$ cat src/hdl/oscrst_pkg.sv
package oscrst_pkg;
  // Register byte offsets
  localparam logic [11:0] OSCRST_STAT_OFF = 12'h008;
  localparam logic [11:0] OSCRST_PRST_OFF = 12'h00c;
  localparam logic [11:0] OSCRST_MASK_OFF = 12'h020;
  localparam logic [11:0] OSCRST_IEN_OFF = 12'h024;
  localparam logic [11:0] OSCRST_LIVE_OFF = 12'h028;
  // Flag and clear bit positions
  localparam int OSCRST_RC40_BIT = 0;
  localparam int OSCRST_SLOWX_BIT = 1;
  localparam int OSCRST_RC8_BIT = 2;
  localparam int OSCRST_FASTX_BIT = 3;
  localparam int OSCRST_NFLAG = 4;
  // Clear bits sit in the upper half of the status word
  localparam int OSCRST_CLR_SHIFT = 16;
  // Peripheral reset register layout, then the flag, mask and enable reset values
  localparam logic [31:0] OSCRST_PRST_RESET = 32'h0000_0000;
  localparam logic [31:0] OSCRST_PRST_WMASK = 32'h0007_5a01;
  localparam int OSCRST_TIMER_C_BIT = 18;
  localparam logic [3:0] OSCRST_FLAG_RESET = 4'h0;
  localparam logic [3:0] OSCRST_MASK_RESET = 4'hf;
  localparam logic [3:0] OSCRST_IEN_RESET = 4'h0;

  // Oscillator ready levels
  typedef struct packed {
    logic fast_crystal_osc;
    logic internal_rc_8m_osc;
    logic slow_crystal_osc;
    logic internal_rc_40k_osc;
  } oscrst_ready_t;

  // APB request and response
  typedef struct packed {
    logic psel;
    logic penable;
    logic pwrite;
    logic [11:0] paddr;
    logic [31:0] pwdata;
  } oscrst_apb_req_t;

  typedef struct packed {
    logic pready;
    logic pslverr;
    logic [31:0] prdata;
  } oscrst_apb_rsp_t;
endpackage : oscrst_pkg

$ cat src/hdl/oscrst_sync.sv
`timescale 1ns/10ps
// Two-stage synchroniser for a vector of asynchronous levels
module oscrst_sync #(
  parameter int WIDTH = 4
) (
  input wire logic pclk,
  input wire logic presetn,
  input wire logic en,
  input wire logic [WIDTH-1:0] d,
  output logic [WIDTH-1:0] q
);
  typedef struct packed {
    logic [WIDTH-1:0] meta;
    logic [WIDTH-1:0] sync;
  } oscrst_sync_state_t;

  oscrst_sync_state_t state_reg;
  oscrst_sync_state_t state_next;

  // Shift through two stages
  always_comb begin
    state_next = state_reg;
    if (en) begin
      state_next.meta = d;
      state_next.sync = state_reg.meta;
    end
  end

  // State register
  always_ff @(posedge pclk or negedge presetn) begin
    if (!presetn) begin
      state_reg <= '0;
    end else begin
      state_reg <= state_next;
    end
  end

  assign q = state_reg.sync;
endmodule : oscrst_sync

$ cat src/hdl/oscrst_top.sv
// Design decision made here: the APB slave port.
`timescale 1ns/10ps
module oscrst_top
  import oscrst_pkg::*;
(
  input wire logic pclk,
  input wire logic presetn,
  input wire logic clk_en,
  input wire logic psel,
  input wire logic penable,
  input wire logic pwrite,
  input wire logic [11:0] paddr,
  input wire logic [31:0] pwdata,
  output logic [31:0] prdata,
  output logic pready,
  output logic pslverr,
  input wire logic [3:0] osc_ready,
  output logic [31:0] periph_reset,
  output logic irq
);
  // All block state
  typedef struct packed {
    // Status flags with their interrupt mask and enable
    logic [3:0] flag;
    logic [3:0] mask;
    logic [3:0] irq_enable;
    // Peripheral reset register
    logic [31:0] prst;
    // Last synchronised stable levels, for edge detection
    logic [3:0] ready_d;
    // Registered bus answer
    oscrst_apb_rsp_t rsp;
    // Registered interrupt request
    logic irq;
  } oscrst_state_t;

  // Registered state and its next value
  oscrst_state_t state_reg;
  oscrst_state_t state_next;
  // Bus request and synchronised oscillator levels
  oscrst_apb_req_t req;
  oscrst_ready_t ready_sync;
  logic [3:0] ready_vec;

  // Bus request bundled for the decode below
  assign req = '{psel: psel, penable: penable, pwrite: pwrite, paddr: paddr, pwdata: pwdata};

  // Oscillator stable levels come from other clock domains
  // The synchroniser advances only while the clock enable is high
  oscrst_sync #(
    .WIDTH(OSCRST_NFLAG)
  ) u_sync (
    .pclk(pclk),
    .presetn(presetn),
    .en(clk_en),
    .d(osc_ready),
    .q(ready_vec)
  );

  // Synchronised levels seen per oscillator
  assign ready_sync = oscrst_ready_t'(ready_vec);

  // Readback word for an address, or error flag for unmapped ones
  function automatic logic [32:0] rd_word(
    input logic [11:0] a,
    input oscrst_state_t s,
    input oscrst_ready_t live
  );
    logic [32:0] r;
    r = 33'h0_0000_0000;
    unique case (a)
      OSCRST_STAT_OFF: r[3:0] = s.flag;
      OSCRST_PRST_OFF: r[31:0] = s.prst;
      OSCRST_MASK_OFF: r[3:0] = s.mask;
      OSCRST_IEN_OFF: r[3:0] = s.irq_enable;
      OSCRST_LIVE_OFF: r[3:0] = live;
      default: r[32] = 1'b1;
    endcase
    return r;
  endfunction : rd_word

  // An access is taken while pready is low; a held access is ignored only in the cycle that shows its answer
  function automatic logic access_taken(
    input oscrst_apb_req_t q,
    input logic answered
  );
    return q.psel & q.penable & ~answered;
  endfunction : access_taken

  // Answer for a taken access; writes and refused accesses return zero data
  function automatic oscrst_apb_rsp_t answer(input logic wr, input logic [32:0] w);
    oscrst_apb_rsp_t a;
    a.pready = 1'b1;
    a.pslverr = w[32];
    a.prdata = wr ? 32'h0000_0000 : w[31:0];
    return a;
  endfunction : answer

  // New stable indications since the last enabled cycle
  function automatic logic [3:0] rise_of(input logic [3:0] now_lvl, input logic [3:0] last_lvl);
    return now_lvl & ~last_lvl;
  endfunction : rise_of

  // A new stable level raises its flag only while its interrupt is enabled
  function automatic logic flag_set(
    input logic [3:0] rise,
    input logic [3:0] en,
    input int idx
  );
    return rise[idx] & en[idx];
  endfunction : flag_set

  // Clear strobes sit in the upper half of the status word, one per flag
  function automatic logic [3:0] clear_bits(input logic [31:0] wdata);
    return wdata[OSCRST_CLR_SHIFT +: OSCRST_NFLAG];
  endfunction : clear_bits

  // Next flag word; a set in the same cycle as its clear wins, so no event is lost
  function automatic logic [3:0] flag_update(
    input logic [3:0] cur,
    input logic [3:0] clr,
    input logic [3:0] ev
  );
    return (cur & ~clr) | ev;
  endfunction : flag_update

  // Writable reset bits only; the rest read back as zero
  function automatic logic [31:0] prst_write(input logic [31:0] wdata);
    return wdata & OSCRST_PRST_WMASK;
  endfunction : prst_write

  // Interrupt level from the flags that are not masked
  function automatic logic irq_level(input logic [3:0] flag, input logic [3:0] mask);
    return |(flag & mask);
  endfunction : irq_level

  // Next-state logic: APB slave, flags, peripheral reset and interrupt
  always_comb begin
    logic [3:0] rise;
    logic [3:0] set_ev;
    logic [3:0] clr_ev;
    logic take;
    logic wr_acc;
    logic [32:0] rw;
    // Working values start at zero on every pass
    rise = '0;
    set_ev = '0;
    clr_ev = '0;
    take = 1'b0;
    wr_acc = 1'b0;
    rw = '0;
    // Hold everything while the clock enable is low
    state_next = state_reg;
    if (clk_en) begin
      // Last synchronised level, kept to find new stable indications
      state_next.ready_d = ready_vec;
      rise = rise_of(ready_vec, state_reg.ready_d);
      // Flag events on a new stable indication while enabled
      set_ev[OSCRST_RC8_BIT] = flag_set(rise, state_reg.irq_enable, OSCRST_RC8_BIT);
      set_ev[OSCRST_SLOWX_BIT] = flag_set(rise, state_reg.irq_enable, OSCRST_SLOWX_BIT);
      set_ev[OSCRST_RC40_BIT] = flag_set(rise, state_reg.irq_enable, OSCRST_RC40_BIT);
      set_ev[OSCRST_FASTX_BIT] = flag_set(rise, state_reg.irq_enable, OSCRST_FASTX_BIT);
      // One-cycle answer: ready rises after the first access cycle
      state_next.rsp.pready = 1'b0;
      state_next.rsp.pslverr = 1'b0;
      take = access_taken(req, state_reg.rsp.pready);
      if (take) begin
        rw = rd_word(req.paddr, state_reg, ready_sync);
        state_next.rsp = answer(req.pwrite, rw);
        wr_acc = req.pwrite & ~rw[32];
      end
      // Register writes; refused and read-only addresses change nothing
      if (wr_acc) begin
        unique case (req.paddr)
          OSCRST_STAT_OFF: begin
            clr_ev = clear_bits(req.pwdata);
          end
          OSCRST_PRST_OFF: begin
            // Reserved bits stay zero regardless of what software writes
            state_next.prst = prst_write(req.pwdata);
          end
          OSCRST_MASK_OFF: state_next.mask = req.pwdata[3:0];
          OSCRST_IEN_OFF: state_next.irq_enable = req.pwdata[3:0];
          default: state_next.mask = state_reg.mask;
        endcase
      end
      // Set wins over a clear in the same cycle
      state_next.flag = flag_update(state_reg.flag, clr_ev, set_ev);
      // Interrupt follows the new flags on the same edge
      state_next.irq = irq_level(state_next.flag, state_next.mask);
    end
  end

  // State register
  always_ff @(posedge pclk or negedge presetn) begin
    if (!presetn) begin
      // Flags clear, every flag unmasked, every interrupt disabled
      state_reg.flag <= OSCRST_FLAG_RESET;
      state_reg.mask <= OSCRST_MASK_RESET;
      state_reg.irq_enable <= OSCRST_IEN_RESET;
      // No peripheral held in reset
      state_reg.prst <= OSCRST_PRST_RESET;
      // Edge detector starts at the idle level of the synchroniser
      state_reg.ready_d <= 4'h0;
      state_reg.rsp <= '0;
      state_reg.irq <= 1'b0;
    end else begin
      // The clock enable acts in the next-state logic
      state_reg <= state_next;
    end
  end

  // Bus answer straight from flip-flops
  assign prdata = state_reg.rsp.prdata;
  assign pready = state_reg.rsp.pready;
  assign pslverr = state_reg.rsp.pslverr;
  // Peripheral hold levels and interrupt request, also registered
  assign periph_reset = state_reg.prst;
  assign irq = state_reg.irq;
endmodule : oscrst_top

$ cat config.mk
export PLATFORM = sky130hd
export DESIGN_NAME = oscrst_top
export DESIGN_NICKNAME = d
export VERILOG_FILES = /design/src/hdl/oscrst_pkg.sv /design/src/hdl/oscrst_sync.sv /design/src/hdl/oscrst_top.sv
export SDC_FILE = /design/constraint.sdc
export NUM_CORES = 1
export LEC_CHECK = 0
export BUFFER_PORTS_ARGS = -buffer_cell sky130_fd_sc_hd__buf_2
export CORE_MARGIN = 2
export CORE_UTILIZATION = 45
export DETAILED_ROUTE_END_ITERATION = 12
export GPL_TIMING_DRIVEN = 0
export PLACE_DENSITY = 0.79
export SETUP_SLACK_MARGIN = 0.2
export SLEW_MARGIN = 20
export SYNTH_ARGS = -nofsm -noshare
export SYNTH_HDL_FRONTEND = slang
export SYNTH_SLANG_ARGS = --single-unit
$ cat constraint.sdc
create_clock -name pclk -period 5 [get_ports pclk]
set_input_delay 1 -clock pclk [delete_from_list [all_inputs] [get_ports pclk]]
set_output_delay 1 -clock pclk [all_outputs]
set_load 0.005 [all_outputs]
* Word-level counts from Yosys, hierarchy flattened
Index checks and enable logic that the tools add are counted.
** Word-level totals
- Word-level logic and storage cells :: 56
- Bits of input ports :: 54
- Bits in registers :: 91
** Cells by class
- Equal/unequal tests :: 8
- Mux-type cells :: 17
- Reduce and logical (&&, ||, !) cells :: 5
- Bitwise logic cells :: 15
** Operators with widths (number)
- 2-to-1 mux 40 bit :: 2
- 2-to-1 mux 32 bit :: 2
- equality test 12 x 6 -> 1 bit (second input constant) :: 3
- 2-to-1 mux 34 bit :: 1
- 2-to-1 mux 28 bit :: 1
- equality test 12 x 4 -> 1 bit (second input constant) :: 2
- 2-to-1 mux 4 bit :: 5
- case mux 4 bit (5 select lines) :: 1
- AND 4 bit :: 3
- NOT 4 bit :: 2
- AND 1 bit :: 7
- inequality test 2 x 1 -> 1 bit (second input constant) :: 3
- AND reduction 3 bit :: 2
- 2-to-1 mux 1 bit :: 5
- OR reduction 5 bit :: 1
- OR 4 bit :: 1
- OR reduction 4 bit :: 1
- NOT 1 bit :: 2
- AND reduction 2 bit :: 1

* Depth between registers and ports, before layout
Gate-level depths: netlist of run 1.
- Depth after elaboration :: 16
- Gate-level depth with buffers :: 8
- Depth with buffers taken out :: 5

* Hierarchy
From an unflattened synthesis of run 1, not the netlist that was laid out.
** Unflattened totals
- Cells, all modules :: 244
- Area total of the unflattened synthesis :: 2736.4 um2
** Modules (own cells, without submodules)
- oscrst_top :: seq. area each 980.9 um2, times used 1, area each 2374.8 um2, cells an instance 223
- oscrst_sync :: seq. area each 200.2 um2, times used 1, area each 361.6 um2, cells an instance 21

* Worst setup path before layout of run 1
No wires, ideal clock.
- Path type :: input to register
- Start :: input paddr[1]
- End :: register state_reg[75] in the netlist's numbering
- Setup time :: 82 ps
- Stages :: 5
- Slack :: 2668 ps
- Arrival time :: 2250 ps
- Required time :: 4918 ps
- Path through :: nor3_1 -> nand4_2 -> or3_1 -> buf_6 -> mux2_4
** Between the ends
- Cells in the longest elaborated chain, start to end :: 11
- Elaborated cells on any way between the ends :: 16
- Classes of those cells :: eq/ne: 5; mux: 8; bitwise: 2; reduce/logical: 1
** Ends and longest elaborated chain
- start, declared :: RTL line oscrst_top.sv:12 : input wire logic [11:0] paddr,
- equality test 12 x 6 -> 1 bit, or another cell as far along :: RTL line oscrst_top.sv:71, oscrst_top.sv:174
- OR reduction 5 bit (no source line)
- 2-to-1 mux 1 bit :: RTL line oscrst_top.sv:71 : unique case (a)
- 2-to-1 mux 1 bit :: RTL line oscrst_top.sv:167 : if (take) begin
- 2-to-1 mux 1 bit :: RTL line oscrst_top.sv:154 : if (clk_en) begin
- NOT 1 bit :: RTL line oscrst_top.sv:170 : wr_acc = req.pwrite & ~rw[32];
- AND 1 bit :: RTL line oscrst_top.sv:170
- 2-to-1 mux 1 bit :: RTL line oscrst_top.sv:167
- 2-to-1 mux 1 bit :: RTL line oscrst_top.sv:154
- 2-to-1 mux 40 bit * :: RTL line oscrst_top.sv:173 : if (wr_acc) begin
- 2-to-1 mux 40 bit * :: RTL line oscrst_top.sv:154
- end signal, assigned :: RTL line oscrst_top.sv:209 : state_reg <= state_next;
- end, declared :: RTL line oscrst_top.sv:38 : oscrst_state_t state_reg;
Mark *: on every way between the ends. The rest lies on a longest branch, timed or not. The select of a mux whose other input is x is not followed.
A chain may end at the register's enable or synchronous reset.

* Worst setup path in the final report of run 1
- Start :: input paddr[1]
- End :: register state_reg, in the netlist periph_reset[0]
** Between the ends
- Cells in the longest elaborated chain, start to end :: 11
- Elaborated cells on any way between the ends :: 16
- Classes of those cells :: eq/ne: 7; mux: 5; bitwise: 2; reduce/logical: 2
** Ends and longest elaborated chain (RTL line)
- equality test 12 x 6 -> 1 bit, or another cell as far along :: oscrst_top.sv:71
- OR reduction 5 bit (no source line)
- 2-to-1 mux 1 bit :: oscrst_top.sv:71
- 2-to-1 mux 1 bit :: oscrst_top.sv:167
- 2-to-1 mux 1 bit :: oscrst_top.sv:154
- NOT 1 bit :: oscrst_top.sv:170
- AND 1 bit :: oscrst_top.sv:170
- 2-to-1 mux 1 bit :: oscrst_top.sv:167
- 2-to-1 mux 1 bit :: oscrst_top.sv:154
- inequality test 2 x 1 -> 1 bit (no source line)
- AND reduction 3 bit (no source line) *
Marks and branches as above.

==> qor.yml, run 1 <==
synth_edf_count: 0
detail_route.first_pass.iterations: 4
whs_ns: 0.4830
synth_simple_gate_area_share_pct: 11.67
die_area_um2: 6689
path_cells: "buf_2 > nor3_1 > nand3_1 > nor2_1 > nand4_2 > mux2_2"
grt.total_usage_pct: 17.15
worst_ir_drop_vdd_mv: 0.1226
clock_power_share_pct: 35.4
dominantRegCellSynth: "dfrtp_1"
maxSlewHeadroom_pct: 59.80
netlist_top_cells_area: "dfrtp_1, buf_4, mux2_2, a22o_1, dfstp_2"
grt_antenna_before_repair: 0
gr-usage-met1_pct: 22.66
fp.dieH_um: 81.79
power.static_leakage_nw: 1.871
postSynthRegisterBits: 47
timing.critical_path.from_type: "input port"
grtUsageMet3_pct: 3.626
power-per-cell-area_nw_per_um2: 228.5
achievable-frequency_ghz: 0.4289
post_cts.resized_instances: 0
postSynthCellCount: 251
timing.final.setup_violations: 0
commonest_cells_in_the_synthesized_netlist: "buf_4, dfrtp_1, mux2_2"
syn2layout_area_growth_pct: 24.36
internal_power_uw: 593.2
effective_utilization_at_floorplan_pct: 46.26
combined_buffer_and_inverter_count_along_the_critical_path: 1
cts_inserted_buffers: 5
async_flop_share_pct: 100.0
fp-row-count: 28
dieWidth_um: 81.79
number_of_library_cell_types_mapped_by_synthesis: 41
via_count_of_the_first_global_routing_pass: 1821
post_drt_via_cell_ratio: 4.664
grt-ovfl-total: 0
largest_reg_flops: 16
hold_violations: 0
cp_top_family: "simple AND/OR/NAND/NOR gates"
core_area_um2: 5886
final_ant_viol_nets: 0
synthesis.area_per_instance_um2: 10.85
detail_route.wirelength_um: 5499
result_of_the_run: "complete, no violations"
num_ports: 121
rsz0062_at_grt: "no"
synth_top_area_share_pct: 39.52
critical_path_end_type: "register"
synth_compound_area_share_pct: 12.91
slowest_stage: "nor3_1"
cts-root-buf: "clkbuf_8"
timing.final.max_slew_violations: 0
drc_errors: 0
layout.cells.non_filler: 431
final_skew_ns: 0.01024
tritoncts: "yes"
power_frac_seq_pct: 52.7
fin_crit_sh_pct: 46.63
regToRegSetupSlack_ns: 3.12
netSwitchingPower_uw: 180.5
period_minus_slack_ns: 2.331
cap_violations: 0
holdCritPathClass: "register to register"
yosysSeqAreaShare_pct: 43.38
grt_pass1_wl_um: 8687
proportion_of_synthesized_area_in_mux_cells_pct: 11.17
worst_ep_required_time_ns: 5.18
io_buffer_count: 74
gr-max-usage-layer: "met2"
power_switching_share_pct: 23.33
critical_path_arrival_ns: 2.52
yosys_warnings: 0
grt_start_max_net_pins: 48
cts.path.max_buffers: 2
antenna-diode-count: 0
timing_worst_setup_path_type: "input port to register"
insertion_delay_ns: 0.30
drive_above_1_share_pct: 53.37
cts_setup_buffers: 0
global_route.usage.met2_pct: 28.13
synth_top_family_by_area: "buffers and inverters"
wire_per_inst_um: 12.76
post_synth_xor_area_fraction_pct: 0
hpwl_um: 4285
worst_path_largest_cell_delay_ns: 0.39
htree_num_levels: 2
final_nets: 409
synthesis.area_um2: 2723
synth-adder-area-share_pct: 0
max_fanout_on_critical_path: 8
route.vias.total: 2010
detail_route.iter0.violations: 106
setup-tns-final_ns: 0
clk_pin_slew_ns: 0.08
synth_largest_area_cell: "dfrtp_1"
worst-slew-pin-transition_ns: 0.6029
comb_power_share_pct: 11.9
dpl.cell_count: 423
sink_count_of_the_clock_tree: 47
place.gp.congestion: 0.9197
cts_hold_buf: 0
synth.most_common_cell: "buf_4"
-- logic make-up (layout without fill, tap and decap cells) --
logic type,Yosys count,in the layout
other cells,1,24
compound gates,48,48
flops,47,47
mux,26,26
buf+inv,81,163
simple gates,48,48
-- through the flow --
| step | util (%) | instance area (um2) | setup slack [ns] | power (mW) |
|---|---|---|---|---|
| detailed placement | 55.61 | 3273 | 2.338 | 0.5071 |
| finish | 57.53 | 3386 | 2.669 | 0.7737 |
| CTS | 57.48 | 3383 | 2.643 | 0.7834 |
| floorplan | - | 2809 | 2.668 | 0.4716 |
| global placement | 55.61 | 3273 | 2.373 | 0.5052 |
| global route | 57.53 | 3386 | 2.510 | 0.8143 |
-- tightest hold or removal path, stage by stage, from the launching register on --
cell     delay [ns]
dfrtp_1        0.35
nand2_1        0.04
o21ai_0        0.06
-- per-layer routing --
layer / vias to the layer above / wire length, um
met3: 7 / 334
li1: 1004 / -
met2: 76 / 2780
met5: - / 0
met4: 0 / 80
met1: 923 / 2303
-- cells in the final DEF, fill, tap and decap left out, drive strengths merged, types with 2 or more instances in the layout --
master / instances
a21oi: 5
a22o: 14
a32o: 2
o22ai: 3
buf: 143
inv: 7
or3: 5
clkbuf: 11
o21ai: 10
nor2: 8
nand2: 15
nand4: 3
nor2b: 4
a31oi: 3
dfrtp: 43
nor3: 2
and3b: 2
mux2: 26
o221ai: 3
a22oi: 4
nand3b: 2
conb: 24
dfstp: 4
-- final timing paths --
| path | start | endpoint | depth (start not counted) |
|---|---|---|---|
| min in group asynchronous | presetn | periph_reset[14]$_DFFE_PN0P_ | 1 |
| min | prdata[3]$_DFFE_PN0P_ | prdata[3]$_DFFE_PN0P_ | 2 |
| max reg2reg | pready$_DFFE_PN0P_ | periph_reset[0]$_DFFE_PN0P_ | 6 |
| min reg2reg | prdata[3]$_DFFE_PN0P_ | prdata[3]$_DFFE_PN0P_ | 2 |
| max | paddr[1] | periph_reset[0]$_DFFE_PN0P_ | 6 |
| max in group asynchronous | presetn | pslverr$_DFFE_PN0P_ | 1 |
-- final cells by class --
type,instances,area [um2]
Fill cell,525,2500
Sequential cell,47,1181
Multi-Input combinational cell,146,1064
Buffer,74,538.0
Timing Repair Buffer,74,372.9
Tap cell,75,93.84
Clock buffer,6,72.57
Clock inverter,2,37.54
Inverter,7,26.28
-- power by group through the flow --
stage          clock network, mW  logic [mW]  registers (mW)
2_1_floorplan                  0      0.0594           0.412
3_3_place_gp                   0      0.0905           0.415
3_5_place_dp                   0      0.0918           0.415
4_1_cts                    0.283      0.0921           0.408
5_1_grt                    0.300       0.104           0.410
6_report                   0.274      0.0923           0.408
No activity file was read; power rests on OpenSTA's default activity.
==> inputs of run 2 (changes only) <==
--- a/config.mk
+++ b/config.mk
@@ -7,7 +7,7 @@
 export LEC_CHECK = 0
 export BUFFER_PORTS_ARGS = -buffer_cell sky130_fd_sc_hd__buf_2
 export CORE_MARGIN = 2
-export CORE_UTILIZATION = 45
+export CORE_UTILIZATION = 43
 export DETAILED_ROUTE_END_ITERATION = 12
 export GPL_TIMING_DRIVEN = 0
 export PLACE_DENSITY = 0.79
==> constraint.sdc (replaced) <==
create_clock -name pclk -period 2 [get_ports pclk]
set_input_delay 0.4 -clock pclk [delete_from_list [all_inputs] [get_ports pclk]]
set_output_delay 0.4 -clock pclk [all_outputs]
set_load 0.005 [all_outputs]
==> run 2 against run 1 <==
Sequential power rose to 2.5 times the previous value; worst hold slack got worse by 0.39 ns; die area rose by 4.4%; register-to-register slack got worse by 2.9 ns; non-clock buffer count rose by 3; critical path type is now register to register; critical endpoint is now state_reg[77]$_DFFE_PN1P_; largest cell class unchanged; largest power group unchanged.
==> qor.yml, run 2 (synthesized netlist as in run 1, its figures left out) <==
timing.final.max_slew_violations: 0  # unchanged
grt-ovfl-total: 0  # unchanged
fp-row-count: 28  # unchanged
internal_power_mw: 1.396  # +140%
whs_ns: 0.09567  # -0.3873 ns
clk_pin_slew_ns: 0.09  # about the same
hold_violations: 0  # unchanged
tritoncts: "yes"
power-per-cell-area_nw_per_um2: 536.7  # +130%
worst-slew-pin-transition_ns: 0.5867  # -0.01628 ns
fin_crit_sh_pct: 88.12
power_switching_share_pct: 24.27  # +0.95 points
hpwl_um: 4440  # +3.6%
cts.path.max_buffers: 2  # unchanged
wire_per_inst_um: 13.47  # +5.6%
drive_above_1_share_pct: 55.15  # +1.8 points
maxSlewHeadroom_pct: 60.89  # +1.1 points
result_of_the_run: "complete, no violations"
die_area_um2: 6984  # +4.4%
grt.total_usage_pct: 16.75  # -0.39 points
timing.critical_path.from_type: "register"
detailedPlace.worstSlack_ns: -0.08665  # -2.424 ns
worst_ep_required_time_ns: 2.22  # -2.96 ns
cts_hold_buf: 0  # unchanged
finish.utilization_pct: 56.98  # -0.55 points
comb_power_share_pct: 13.3  # +1.4 points
worst_ir_drop_vdd_mv: 0.5249  # +330%
cts-root-buf: "clkbuf_8"
final_ant_viol_nets: 0  # unchanged
stdcell_area_um2: 3433  # +1.4%
critical_path_end_type: "register"
final_skew_ns: 0.009568  # -0.0006701 ns
dieWidth_um: 83.57  # +2.2%
final_common_cell: "buf_2"
rsz0062_at_grt: "yes"
cts_inserted_buffers: 5  # unchanged
final_nets: 412  # +0.73%
insertion_delay_ns: 0.30  # about the same
place.gp.congestion: 0.9092  # -1.1%
holdCritPathClass: "input port to async pin"
effective_utilization_at_floorplan_pct: 45.18  # -1.1 points
detail_route.wirelength_um: 5847  # +6.3%
power_frac_seq_pct: 55.3  # +2.6 points
fp.dieH_um: 83.57  # +2.2%
io_buffer_count: 74  # unchanged
htree_num_levels: 2  # unchanged
timing_worst_setup_path_type: "register to register"
achievable-frequency_ghz: 0.5674
route.vias.total: 2068  # +2.9%
largest_reg_flops: 16  # unchanged
critical_path_arrival_ns: 1.99  # -0.53 ns
via_count_of_the_first_global_routing_pass: 1946  # +6.9%
post_drt_via_cell_ratio: 4.765  # +2.2%
r2r_start: "pready$_DFFE_PN0P_"
cap_violations: 0  # unchanged
final_critical_path_setup_slack_ns: 0.2376  # -2.431 ns
netSwitchingPower_uw: 447.3  # +150%
rr_endpoint: "state_reg[77]$_DFFE_PN1P_"
core_area_um2: 6026  # +2.4%
period_minus_slack_ns: 1.762
r2r_cells: 6  # unchanged
drc_errors: 0  # unchanged
grt_antenna_before_repair: 0  # unchanged
setup-tns-final_ns: 0  # unchanged
sink_count_of_the_clock_tree: 47  # unchanged
grt_pass1_wl_um: 9342  # +7.5%
timing.final.setup_violations: 0  # unchanged
max_fanout_on_critical_path: 7  # -1
power.static_leakage_nw: 1.879  # +0.43%
regToRegSetupSlack_ns: 0.24  # -2.88 ns
detail_route.iter0.violations: 137  # +29%
post_dp_cell_area_um2: 3273  # unchanged
syn2layout_area_growth_pct: 26.10
grt_start_max_net_pins: 48  # unchanged
fillers: 542  # +3.2%
most-common-layout-cells: "buf_2, buf_4, dfrtp_1, conb_1, mux2_2"
antenna-diode-count: 0  # unchanged
clock_power_share_pct: 31.3  # -4.1 points
detail_route.first_pass.iterations: 4  # unchanged
num_ports: 121  # unchanged
==> run 2: cell count changes in the layout (fill, tap and decap cells not counted), sizes merged <==
cell / before / now
clkinv: 0 / 1
bufinv: 1 / 0
clkbuf: 11 / 13
buf: 143 / 145
clkinvlp: 1 / 0
==> run 2: worst max-delay path by stage <==
stage	from	endpoint	slack, ns	cells after the start
final	pready$_DFFE_PN0P_	state_reg[77]$_DFFE_PN1P_	0.24	6
after global routing	pready$_DFFE_PN0P_	state_reg[75]$_DFFE_PN1P_	0.18	6
after CTS	pready$_DFFE_PN0P_	state_reg[76]$_DFFE_PN1P_	0.19	6
after detailed placement	clk_en	state_reg[37]$_DFFE_PN0P_	-0.09	4
after global placement	paddr[1]	state_reg[72]$_DFFE_PN0P_	-0.02	5
after floorplan	paddr[1]	state_reg[75]$_DFFE_PN1P_	0.27	5
==> run 2: area by class of cell <==
cell class	instances	area, um2	area share [%]
Buffer	74	548.0	15.96
Clock buffer	7	86.33	2.515
Clock inverter	1	5.005	0.1458
Inverter	7	26.28	0.7653
Multi-Input combinational cell	146	1096	31.92
Sequential cell	47	1182	34.44
Tap cell	75	93.84	2.733
Timing Repair Buffer	77	395.4	11.52
==> run 2: critical path, cell delays in order (launching register included) <==
cell and delay [ns]:
dfrtp_1 0.40, and3b_1 0.22, clkbuf_8 0.14, nand4_4 0.14, or3_1 0.36, buf_6 0.15
mux2_4 0.29
==> run 2: stage by stage <==
stage	cells	power (mW)
2_1_floorplan	274	1.179
3_3_place_gp	423	1.264
3_5_place_dp	423	1.272
4_1_cts	434	1.862
5_1_grt	434	1.939
6_report	434	1.843
==> run 2: power groups by stage <==
stage	Sequential, mW	Combinational [mW]	Clock, mW
finish	1.02	0.246	0.578
global route	1.03	0.274	0.639
CTS	1.02	0.244	0.599
detailed placement	1.04	0.234	0
global placement	1.04	0.228	0
floorplan	1.03	0.149	0
==> run 2: per-layer routing <==
metal / routed length (um) / vias up / GRT usage [%]
met5: 0 / - / 0
met4: 100 / 0 / 5.865
met3: 395 / 12 / 3.561
met2: 2896 / 76 / 28.36
met1: 2455 / 970 / 21.16
li1: - / 1010 / -
==> run 2: repair_timing <==
action                     CTS  global route
buffers inserted             3             0
hold endpoints to repair     0             0
pin swaps                    2             2
cloned                       0             0
gates resized for setup      5             5
setup endpoints to repair   14            43
==> inputs of run 3 (changes only) <==
--- a/config.mk
+++ b/config.mk
@@ -6,6 +6,7 @@
 export NUM_CORES = 1
 export LEC_CHECK = 0
 export BUFFER_PORTS_ARGS = -buffer_cell sky130_fd_sc_hd__buf_2
+export CAP_MARGIN = 0
 export CORE_MARGIN = 2
 export CORE_UTILIZATION = 43
 export DETAILED_ROUTE_END_ITERATION = 12
==> constraint.sdc (replaced) <==
create_clock -name pclk -period 2 [get_ports pclk]
set_input_delay 0.2 -clock pclk [delete_from_list [all_inputs] [get_ports pclk]]
set_output_delay 0.2 -clock pclk [all_outputs]
set_load 0.005 [all_outputs]
==> run 3 against run 2 <==
Critical endpoint unchanged; via count increased by 0.63%; fmax rose by 0.19%; largest power group unchanged; setup slack improved by 0.0034 ns; clock power is essentially flat; total power about the same; highest routed layer unchanged; clock skew about the same; non-clock buffer count increased by 2; critical path depth unchanged.
==> qor.yml, run 3 (synthesized netlist as in run 1, its figures left out) <==
result_of_the_run: "complete, no violations"
clk_pin_slew_ns: 0.09  # about the same
drc_errors: 0  # unchanged
detail_route.wirelength_um: 5888  # +0.70%
timing.final.setup_violations: 0  # unchanged
setup-tns-final_ns: 0  # unchanged
worst-slew-pin-transition_ns: 0.5932  # +0.006524 ns
worst_ep_required_time_ns: 2.23  # about the same
final_ant_viol_nets: 0  # unchanged
antenna-diode-count: 0  # unchanged
power.static_leakage_nw: 1.886  # +0.38%
max_fanout_on_critical_path: 7  # unchanged
grt_antenna_before_repair: 0  # unchanged
largest_reg_flops: 16  # unchanged
grt-ovfl-total: 0  # unchanged
layout.cells.non_filler: 436  # +0.46%
cts.path.max_buffers: 2  # unchanged
final_nets: 414  # +0.49%
final_common_cell: "buf_2"
power-per-cell-area_nw_per_um2: 535.6  # -0.20%
htree_num_levels: 2  # unchanged
wire_per_inst_um: 13.50  # +0.24%
hold_violations: 0  # unchanged
timing.final.max_slew_violations: 0  # unchanged
worst_ir_drop_vdd_mv: 0.5226  # -0.45%
num_ports: 121  # unchanged
die_area_um2: 6984  # unchanged
grt.total_usage_pct: 16.59  # -0.17 points
dpl.cell_count: 423  # unchanged
fillers: 537  # -0.92%
fp-row-count: 28  # unchanged
io_buffer_count: 74  # unchanged
cts-root-buf: "clkbuf_8"
timing.critical_path.from_type: "register"
achievable-frequency_ghz: 0.5685  # +0.19%
cap_violations: 0  # unchanged
tritoncts: "yes"
period_minus_slack_ns: 1.759  # -0.003375 ns
design_power_total_mw: 1.844  # about the same
most-common-layout-cells: "buf_2, buf_4, dfrtp_1, conb_1, mux2_2"
fp.dieH_um: 83.57  # unchanged
drive_above_1_share_pct: 54.29  # -0.86 points
insertion_delay_ns: 0.30  # about the same
holdCritPathClass: "input port to register"
grt_start_max_net_pins: 48  # unchanged
timing_worst_setup_path_type: "register to register"
maxSlewHeadroom_pct: 60.45  # -0.43 points
detail_route.iter0.violations: 129  # -5.8%
cts_inserted_buffers: 5  # unchanged
critical_path_arrival_ns: 1.98  # about the same
effective_utilization_at_floorplan_pct: 45.18  # unchanged
path_cells: "and3b_1 > clkbuf_8 > nand4_4 > or3_1 > buf_6 > mux2_4"
rsz0062_at_grt: "yes"
critical_path_end_type: "register"
route.vias.total: 2081  # +0.63%
fin_crit_sh_pct: 87.95  # -0.17 points
worst_path_largest_cell_delay_ns: 0.40  # about the same
core_area_um2: 6026  # unchanged
post_drt_via_cell_ratio: 4.773  # +0.17%
grt_pass1_wl_um: 9280  # -0.66%
syn2layout_area_growth_pct: 26.47
detail_route.first_pass.iterations: 4  # unchanged
slowest_stage: "dfrtp_1"
sink_count_of_the_clock_tree: 47  # unchanged
via_count_of_the_first_global_routing_pass: 1940  # -0.31%
final_skew_ns: 0.009117  # -0.0004512 ns
hpwl_um: 4440  # unchanged
dieWidth_um: 83.57  # unchanged
place.gp.congestion: 0.9092  # unchanged
-- run 3: cell count changes in the layout (fill, tap and decap cells not counted), sizes merged --
cell         delta
buf             +2
clkbuf          -1
dlygate4sd3     +1
-- run 3: what timing repair did --
action	4_1_cts	5_1_grt
buffers inserted	3	1
setup endpoints to repair	14	18
pin swaps	2	2
endpoints found under the hold margin	0	43
gates resized for setup	4	3
hold buffers	0	1
-- run 3: metrics by stage --
stage          instance area (um2)  hold WS (ns)  worst slack, ns  utilization, %
2_1_floorplan                 2809      -0.09559           0.2807               -
3_3_place_gp                  3273        0.4249           0.1336           54.32
3_5_place_dp                  3273        0.4373           0.1133           54.32
4_1_cts                       3413        0.1178           0.1948           56.64
5_1_grt                       3443        0.1262           0.1776           57.14
6_report                      3443        0.1299           0.2409           57.14
-- run 3: cell type report --
cell class	count	area, um2	area share [%]
well taps	75	93.84	2.725
clock inverters	1	5.005	0.1453
repair buffers	79	412.9	11.99
flip-flops and latches	47	1181	34.30
clock buffers	7	86.33	2.507
multi-input cells	146	1091	31.69
inverters	7	26.28	0.7631
plain buffers	74	546.8	15.88
-- run 3: path summary, 6_finish.rpt --
kind	startpoint	end	slack, ns	cells past startpoint
max	pready$_DFFE_PN0P_	state_reg[77]$_DFFE_PN1P_	0.24	6
min	pwdata[9]	periph_reset[9]$_DFFE_PN0P_	0.13	2
max reg2reg	pready$_DFFE_PN0P_	state_reg[77]$_DFFE_PN1P_	0.24	6
min reg2reg	prdata[1]$_DFFE_PN0P_	prdata[1]$_DFFE_PN0P_	0.49	2
max in group asynchronous	presetn	irq$_DFFE_PN0P_	1.15	2
min in group asynchronous	presetn	prdata[18]$_DFFE_PN0P_	0.45	2
-- run 3: power by group --
part	switching, mW	internal, mW
combinational	0.121	0.126
sequential	0.0276	0.992
clock	0.299	0.279
-- run 3: layer usage --
| metal | GRT usage [%] | wire, um | vias up |
|---|---|---|---|
| li1 | - | - | 1013 |
| met1 | 21.09 | 2511 | 988 |
| met2 | 28.22 | 2964 | 69 |
| met3 | 3.561 | 335 | 11 |
| met4 | 5.132 | 77 | 0 |
| met5 | 0 | 0 | - |
-- run 3: worst max-delay path, delay by kind of cell (launching register included) --
family	cells	cell delay, ns
buffers and inverters	2	0.29
flip-flops	1	0.40
multiplexers	1	0.29
AND/OR/NAND/NOR	3	0.72
